==> config.mk <==
export PLATFORM = sky130hd
export DESIGN_NAME = current_limit_register_bank
export DESIGN_NICKNAME = d
export VERILOG_FILES = /design/src/cap_pkg.sv /design/src/current_limit_register_bank.sv /design/src/sync_agree.sv
export VERILOG_INCLUDE_DIRS = /design/src
export SDC_FILE = /design/constraint.sdc
export NUM_CORES = 1
export LEC_CHECK = 0
export ABC_CLOCK_PERIOD_IN_PS = 5100
export BUFFER_PORTS_ARGS = -buffer_cell sky130_fd_sc_hd__buf_2
export CORE_MARGIN = 2
export CORE_UTILIZATION = 55
export DETAILED_ROUTE_END_ITERATION = 10
export PLACE_DENSITY = 0.75
export SLEW_MARGIN = 10
export SYNTH_ARGS = -nofsm -noshare
export SYNTH_HDL_FRONTEND = slang
export SYNTH_SLANG_ARGS = --single-unit
export TNS_END_PERCENT = 20
==> constraint.sdc <==
create_clock -name clk -period 5.1 [get_ports clk]
set_clock_uncertainty 0.1 [all_clocks]
set_input_delay 0 -clock clk [delete_from_list [all_inputs] [get_ports clk]]
set_output_delay 0 -clock clk [all_outputs]
set_load 0.03 [all_outputs]
==> src/cap_map.svh <==
// register map, field layout and bus constants of the current-limit bank
`ifndef CAP_MAP_SVH
`define CAP_MAP_SVH
`define CMD_CHARGE_CAP 8'h14
`define CMD_INPUT_CAP_PRIMARY 8'h3f
`define CMD_INPUT_CAP_SECONDARY 8'h3b
`define SLAVE_ADDR 7'h09
`define CAP_FIELD_W 11
`define CAP_FIELD_LSB 2
`define CAP_FIELD_MSB 12
`define CAP_FIELD_MAX 11'h5f0
`define CHARGE_CAP_RESET 11'h000
`define PRIMARY_CAP_RESET 11'h000
`define SECONDARY_CAP_DEFAULT 11'h177
`define BYTE_BITS 4'h8
`define SYNC_IDLE 15'h6000
`endif

==> src/cap_pkg.sv <==
// types and the clamp helper shared by the current-limit bank
package cap_pkg;
`include "cap_map.svh"

  typedef logic [`CAP_FIELD_W-1:0] cap_field_type;

  typedef enum logic [2:0] {
    ST_IDLE, ST_ADDR, ST_CMD, ST_WLO, ST_WHI, ST_RLO, ST_RHI, ST_SKIP
  } smbus_state_type;

  function automatic cap_field_type clampField(input cap_field_type v);
    return (v > `CAP_FIELD_MAX) ? `CAP_FIELD_MAX : v;
  endfunction : clampField

endpackage : cap_pkg

==> src/current_limit_register_bank.sv <==
// charge and input current-limit registers behind an SMBus word slave
`timescale 1ns/10ps
`include "cap_map.svh"
module current_limit_register_bank
  import cap_pkg::*;
#(
  parameter int FIELD_W = `CAP_FIELD_W
) (
  // clock and reset
  input wire logic clk,
  input wire logic rst_n,
  // smbus pins
  input wire logic sclIn,
  input wire logic sdaIn,
  output logic sdaOut,
  output logic sdaOe,
  // adapter power-on and strap inputs
  input wire logic adapterPorIn,
  input wire logic batteryFirstIn,
  input wire logic [FIELD_W-1:0] strapCodeIn,
  // limits towards the regulation loop
  output logic [FIELD_W-1:0] chargeCapField,
  output logic [FIELD_W-1:0] inputCapPrimaryField,
  output logic [FIELD_W-1:0] inputCapSecondaryField
);

  if (FIELD_W != `CAP_FIELD_W) begin : g_bad_field
    $error("current_limit_register_bank serves an 11-bit field only");
  end

  logic [FIELD_W+3:0] syncBus;
  logic sclS;
  logic sdaS;
  logic adpPor;
  logic batFirst;
  cap_field_type strapS;
  logic sclPrev_r;
  logic sdaPrev_r;
  logic startCond;
  logic stopCond;
  logic sclRise;
  logic sclFall;
  smbus_state_type state_r;
  logic [3:0] bitCnt_r;
  logic ackSlot_r;
  logic masterAck_r;
  logic [7:0] shift_r;
  logic [7:0] cmd_r;
  logic [7:0] loByte_r;
  logic sdaOe_r;
  logic txState;
  logic byteDone;
  logic wrEn;
  cap_field_type wrField;
  cap_field_type chargeCap_r;
  cap_field_type primaryCap_r;
  cap_field_type secondaryCap_r;
  cap_field_type readField;
  logic [15:0] readWord;

  sync_agree #(
    .WIDTH(FIELD_W + 4),
    .RESET_VAL(`SYNC_IDLE)
  ) u_sync (
    .clk(clk),
    .rst_n(rst_n),
    .asyncIn({sclIn, sdaIn, adapterPorIn, batteryFirstIn, strapCodeIn}),
    .syncOut(syncBus)
  );

  assign {sclS, sdaS, adpPor, batFirst, strapS} = syncBus;

  always_ff @(posedge clk) begin
    if (!rst_n) begin
      sclPrev_r <= 1'b1;
      sdaPrev_r <= 1'b1;
    end else begin
      sclPrev_r <= sclS;
      sdaPrev_r <= sdaS;
    end
  end

  assign startCond = sclS && sclPrev_r && sdaPrev_r && !sdaS;
  assign stopCond = sclS && sclPrev_r && !sdaPrev_r && sdaS;
  assign sclRise = sclS && !sclPrev_r;
  assign sclFall = !sclS && sclPrev_r;
  assign txState = (state_r == ST_RLO) || (state_r == ST_RHI);
  assign byteDone = sclFall && !ackSlot_r && (bitCnt_r == `BYTE_BITS);
  assign wrEn = byteDone && (state_r == ST_WHI);
  // only bits 12:2 of the word survive; same code for either sense resistor
  // word bits 12:8 come from the high byte, 7:2 from the low byte
  assign wrField = clampField({shift_r[4:0], loByte_r[7:2]});

  // unknown commands read as zero rather than aliasing a real register
  always_comb begin
    case (cmd_r)
      `CMD_CHARGE_CAP: readField = chargeCap_r;
      `CMD_INPUT_CAP_PRIMARY: readField = primaryCap_r;
      `CMD_INPUT_CAP_SECONDARY: readField = secondaryCap_r;
      default: readField = '0;
    endcase
    readWord = {3'h0, readField, 2'h0};
  end

  always_ff @(posedge clk) begin : smbus_fsm
    if (!rst_n) begin
      state_r <= ST_IDLE;
      bitCnt_r <= 4'h0;
      ackSlot_r <= 1'b0;
      masterAck_r <= 1'b0;
      shift_r <= 8'h00;
      cmd_r <= 8'h00;
      loByte_r <= 8'h00;
      sdaOe_r <= 1'b0;
    end else if (startCond) begin
      state_r <= ST_ADDR;
      bitCnt_r <= 4'h0;
      ackSlot_r <= 1'b0;
      sdaOe_r <= 1'b0;
    end else if (stopCond) begin
      state_r <= ST_IDLE;
      bitCnt_r <= 4'h0;
      ackSlot_r <= 1'b0;
      sdaOe_r <= 1'b0;
    end else if (sclRise) begin
      if (ackSlot_r) begin
        masterAck_r <= !sdaS;
      end else if (bitCnt_r != `BYTE_BITS && state_r != ST_IDLE &&
                   state_r != ST_SKIP) begin
        bitCnt_r <= bitCnt_r + 4'h1;
        if (!txState) begin
          shift_r <= {shift_r[6:0], sdaS};
        end
      end
    end else if (sclFall) begin
      if (ackSlot_r) begin
        ackSlot_r <= 1'b0;
        bitCnt_r <= 4'h0;
        sdaOe_r <= 1'b0;
        case (state_r)
          ST_ADDR: begin
            if (shift_r[0]) begin
              state_r <= ST_RLO;
              shift_r <= readWord[7:0];
              sdaOe_r <= !readWord[7];
            end else begin
              state_r <= ST_CMD;
            end
          end
          ST_CMD: state_r <= ST_WLO;
          ST_WLO: state_r <= ST_WHI;
          ST_RLO: begin
            if (masterAck_r) begin
              state_r <= ST_RHI;
              shift_r <= readWord[15:8];
              sdaOe_r <= !readWord[15];
            end else begin
              state_r <= ST_SKIP;
            end
          end
          default: state_r <= ST_SKIP;
        endcase
      end else if (bitCnt_r == `BYTE_BITS) begin
        case (state_r)
          ST_ADDR: begin
            if (shift_r[7:1] == `SLAVE_ADDR) begin
              ackSlot_r <= 1'b1;
              sdaOe_r <= 1'b1;
            end else begin
              state_r <= ST_SKIP;
            end
          end
          ST_CMD: begin
            cmd_r <= shift_r;
            ackSlot_r <= 1'b1;
            sdaOe_r <= 1'b1;
          end
          ST_WLO: begin
            loByte_r <= shift_r;
            ackSlot_r <= 1'b1;
            sdaOe_r <= 1'b1;
          end
          ST_WHI: begin
            ackSlot_r <= 1'b1;
            sdaOe_r <= 1'b1;
          end
          ST_RLO, ST_RHI: begin
            ackSlot_r <= 1'b1;
            sdaOe_r <= 1'b0;
          end
          default: state_r <= ST_SKIP;
        endcase
      end else if (txState) begin
        sdaOe_r <= !shift_r[6];
        shift_r <= {shift_r[6:0], 1'b0};
      end
    end
  end

  always_ff @(posedge clk) begin : charge_cap
    if (!rst_n) begin
      chargeCap_r <= `CHARGE_CAP_RESET;
    end else if (wrEn && cmd_r == `CMD_CHARGE_CAP) begin
      chargeCap_r <= wrField;
    end
  end

  // adapter power-on outranks a bus write landing in the same cycle
  always_ff @(posedge clk) begin : primary_cap
    if (!rst_n) begin
      primaryCap_r <= `PRIMARY_CAP_RESET;
    end else if (adpPor) begin
      primaryCap_r <= clampField(strapS);
    end else if (wrEn && cmd_r == `CMD_INPUT_CAP_PRIMARY) begin
      primaryCap_r <= wrField;
    end
  end

  always_ff @(posedge clk) begin : secondary_cap
    if (!rst_n) begin
      secondaryCap_r <= `SECONDARY_CAP_DEFAULT;
    end else if (adpPor && !batFirst) begin
      secondaryCap_r <= `SECONDARY_CAP_DEFAULT;
    end else if (!adpPor && wrEn && cmd_r == `CMD_INPUT_CAP_SECONDARY) begin
      secondaryCap_r <= wrField;
    end
  end

  // open drain: the pad only ever pulls low
  assign sdaOut = 1'b0;
  assign sdaOe = sdaOe_r;
  assign chargeCapField = chargeCap_r;
  assign inputCapPrimaryField = primaryCap_r;
  assign inputCapSecondaryField = secondaryCap_r;
endmodule : current_limit_register_bank

==> src/sync_agree.sv <==
// three-stage input synchroniser that accepts a change once stages agree
`timescale 1ns/10ps
module sync_agree #(
  parameter int WIDTH = 1,
  parameter logic [WIDTH-1:0] RESET_VAL = '0
) (
  // clock and reset
  input wire logic clk,
  input wire logic rst_n,
  // asynchronous side
  input wire logic [WIDTH-1:0] asyncIn,
  // synchronous side
  output logic [WIDTH-1:0] syncOut
);

  if (WIDTH < 1) begin : g_bad_width
    $error("sync_agree needs WIDTH of at least 1");
  end

  for (genvar i = 0; i < WIDTH; i++) begin : g_bit
    logic stage1_r;
    logic stage2_r;
    logic stage3_r;
    logic agreed_r;
    // one process per bit owns its own flop; the port bit just follows it
    assign syncOut[i] = agreed_r;
    always_ff @(posedge clk) begin
      if (!rst_n) begin
        stage1_r <= RESET_VAL[i];
        stage2_r <= RESET_VAL[i];
        stage3_r <= RESET_VAL[i];
        agreed_r <= RESET_VAL[i];
      end else begin
        stage1_r <= asyncIn[i];
        stage2_r <= stage1_r;
        stage3_r <= stage2_r;
        // a one-cycle glitch between stages two and three is filtered
        if (stage2_r == stage3_r) begin
          agreed_r <= stage3_r;
        end
      end
    end
  end

endmodule : sync_agree
==> results_dict.tcl <==
set metrics [dict create \
    hold_path.class "primary input to register" \
    postCtsSetupBuffers 0 \
    p_per_area_mw_per_mm2 344.8 \
    synth_edf_count 0 \
    post-route-period-util 0.5083 \
    crit_arrival_ns 2.90 \
    synth_fa_ha_area_frac 0.01383 \
    clk_path_buf_depth 2 \
    syn_inst 600 \
    whs_ns 0.1107 \
    wl_mm 14.14 \
    synth-xor-area-share 0.003227 \
    port_buffers 50 \
    layout-drive-gt1-share 0.1530 \
    dp_hpwl_mm 9.382 \
    final_hold_viol_count 0 \
    gp_congestion 0.8848 \
    comb_power_share 0.024 \
    viasPerCell 5.862 \
    yosys_warnings 0 \
    fin_setup_tns_ns 0 \
    syn_area_mm2 0.005429 \
    yosys.area.top_type "dfxtp_1" \
    initial_core_util 0.5606 \
    path_clk_slew_ns 0.06 \
    synth_top_family_by_area "simple AND/OR/NAND/NOR gates" \
    finalMaxSlewViolations 0 \
    synthSimpleGateAreaFrac 0.2295 \
    async_flop_share 0 \
    firstDrtPassIters 5 \
    die_w_um 103.4 \
    numCtsBuffers 17 \
    fin_util 0.6744 \
    htreeDepth 4 \
    period_needed_ns 2.592 \
    crit_required_ns 5.41 \
    power.leakage_uw 0.002591 \
    synthToLayoutAreaGrowth_pct 20.30 \
    synth_compound_area_frac 0.1894 \
    ys_seq_elements 127 \
    path_class "register to register" \
    power_frac_clock 0.526 \
    clock_latency_ns 0.54 \
    placementRows 36 \
    synthDistinctLibCells 69 \
    ios 52 \
    synth_mux_area_frac 0.05139 \
    core_area_mm2 0.009684 \
    antenna_found_initial 0 \
    netlist.area_leader.share 0.4683 \
    ys_seq_area_frac 0.4683 \
    drt-initial-drc-count 327 \
    die_area_mm2 0.01068 \
    die_h_um 103.4 \
    startpoint_type "register" \
    ant_nets 0 \
    drc 0 \
    internal_power_uw 1771 \
    grt_max_degree 66 \
    syn_avg_cell_area_um2 9.048 \
    gr-total-overflow 0 \
    grt_pass1_wl_mm 22.43 \
    synth_fp_nets 623 \
    cts.sinks 127 \
    cp_max_fo 17 \
    p_sw_frac 0.2137 \
    slew_headroom 0.5053 \
    outcome "completed" \
    root_buffer "clkbuf_8" \
    rsz0062_at_grt "no" \
    n_antenna_cell 0 \
    grt_pass1_vias 4373 \
    grtUsageTotal 0.2803 \
    power_uw 2252 \
    switching_power_uw 481.1 \
    worst-slew-pin-transition_ns 0.7410 \
    setup_viol 0 \
    layout.nets 683 \
    max_freq_ghz 0.3857 \
    ys.flop_type "dfxtp_1" \
    end_kind "register" \
    maxCapViolCount 0 \
    seqPwrFrac 0.450 \
    synth_area_leaders "dfxtp_1, and2_1, nand2_1" \
    wire_per_inst_um 17.54 \
    vias 4725 \
    cts_tree "built" \
    ir_worst_vdd_mv 0.3554 \
]
-- metrics by stage --
stage          std cells  worst slack, ns  area (um^2)
5_1_grt              806            2.349         6531
4_1_cts              806            2.567         6531
2_1_floorplan        600            3.041         5429
3_3_place_gp         749            2.669         5692
6_report             806            2.508         6531
3_5_place_dp         749            2.589         5692
-- worst paths after layout --
check | end | from | cells past startpoint | slack (ns)
worst max-delay path | loByte_r[6] | sclPrev_r | 7 | 2.51
worst min-delay path | u_sync.g_bit[4].stage1_r | strapCodeIn[4] | 3 | 0.11
worst max register to register | loByte_r[6] | sclPrev_r | 7 | 2.51
worst min register to register | u_sync.g_bit[14].stage2_r | u_sync.g_bit[14].stage1_r | 1 | 0.30
-- cell usage in the layout (no fill, tap or decap), drive strengths merged, types with 3 or more instances in the layout --
cell type      n
clkinv         6
buf           53
a22oi          7
dlygate4sd3   25
clkbuf        20
nand3b         3
nor4           4
inv           18
nand2         65
a211oi        10
a31oi          8
a311oi         7
nand2b        12
dfxtp        127
o21ai         36
nand4          6
o21a           4
a21oi         48
and2          47
and3           4
nor3           8
o22ai         11
nor2b          7
o211ai        11
nor4b          3
mux2i         20
nand3          9
a41oi          3
ha             6
mux2           3
nor2          39
o32ai          4
-- kinds of logic (layout without fill, tap and decap cells) --
family,count (synthesis),count (layout)
flops,127,127
simple gates,223,223
buf+inv,53,126
compound gates,163,163
xor+xnor,2,2
mux,25,25
other cells,1,1
fa+ha+maj,6,6
-- flip-flops by register name, indices dropped and copies added (netlist names) --
name / cells
masterAck_r: 1
bitCnt_r: 4
u_sync.g_bit.agreed_r: 15
ackSlot_r: 1
state_r: 3
shift_r: 8
sclPrev_r: 1
chargeCapField: 11
u_sync.g_bit.stage1_r: 15
u_sync.g_bit.stage2_r: 15
u_sync.g_bit.stage3_r: 15
cmd_r: 8
inputCapPrimaryField: 11
sdaPrev_r: 1
inputCapSecondaryField: 11
loByte_r: 6
sdaOe: 1
-- layer usage --
| layer | vias to the layer above | wire [um] | GRT usage |
|---|---|---|---|
| li1 | 2263 | - | - |
| met1 | 2219 | 6026 | 0.3530 |
| met2 | 206 | 6692 | 0.4402 |
| met3 | 37 | 1002 | 0.07124 |
| met4 | 0 | 414 | 0.1518 |
| met5 | - | 0 | 0.009615 |
-- power groups by stage --
stage          Sequential, uW  Combinational [uW]  Clock (uW)
2_1_floorplan            1030                26.0           0
3_3_place_gp             1030                36.5           0
3_5_place_dp             1040                37.4           0
4_1_cts                  1010                52.0        1200
5_1_grt                  1020                59.2        1240
6_report                 1010                53.5        1180
-- critical path, stage by stage (launching register included) --
cell,delay [ns]
dfxtp_1,0.38
inv_1,0.06
ha_1,0.40
nor2b_1,0.50
and2b_1,0.25
and4b_1,0.46
mux2i_1,0.25
nor2_1,0.06
-- cell type report --
class | count | area (um^2)
inverters | 16 | 60.06
flip-flops and latches | 127 | 2542
multi-input cells | 420 | 2650
fillers | 771 | 3153
clock buffers | 20 | 455.4
clock inverters | 12 | 133.9
well taps | 133 | 166.4
repair buffers | 78 | 523.0
-- synth_stat cells (all sizes together) (6+ instances only) --
cell type and count:
a311oi 7, buf 17, clkbuf 20, inv 16
o211ai 11, and2 47, a22oi 7, a211oi 10
mux2i 20, nand2b 12, nor2b 7, dfxtp 127
nand2 65, a31oi 8, a21oi 48, o21ai 36
ha 6, nor2 39, nand4 6, nor3 8
o22ai 11, nand3 9
-- timing repair --
| item | in CTS | in global routing |
|---|---|---|
| hold buffers | 25 | 0 |
| endpoints found under the hold margin | 51 | 0 |
| setup endpoints to repair | 0 | 0 |
| gates resized for setup | 0 | 0 |
No activity file was read; power rests on OpenSTA's default activity.
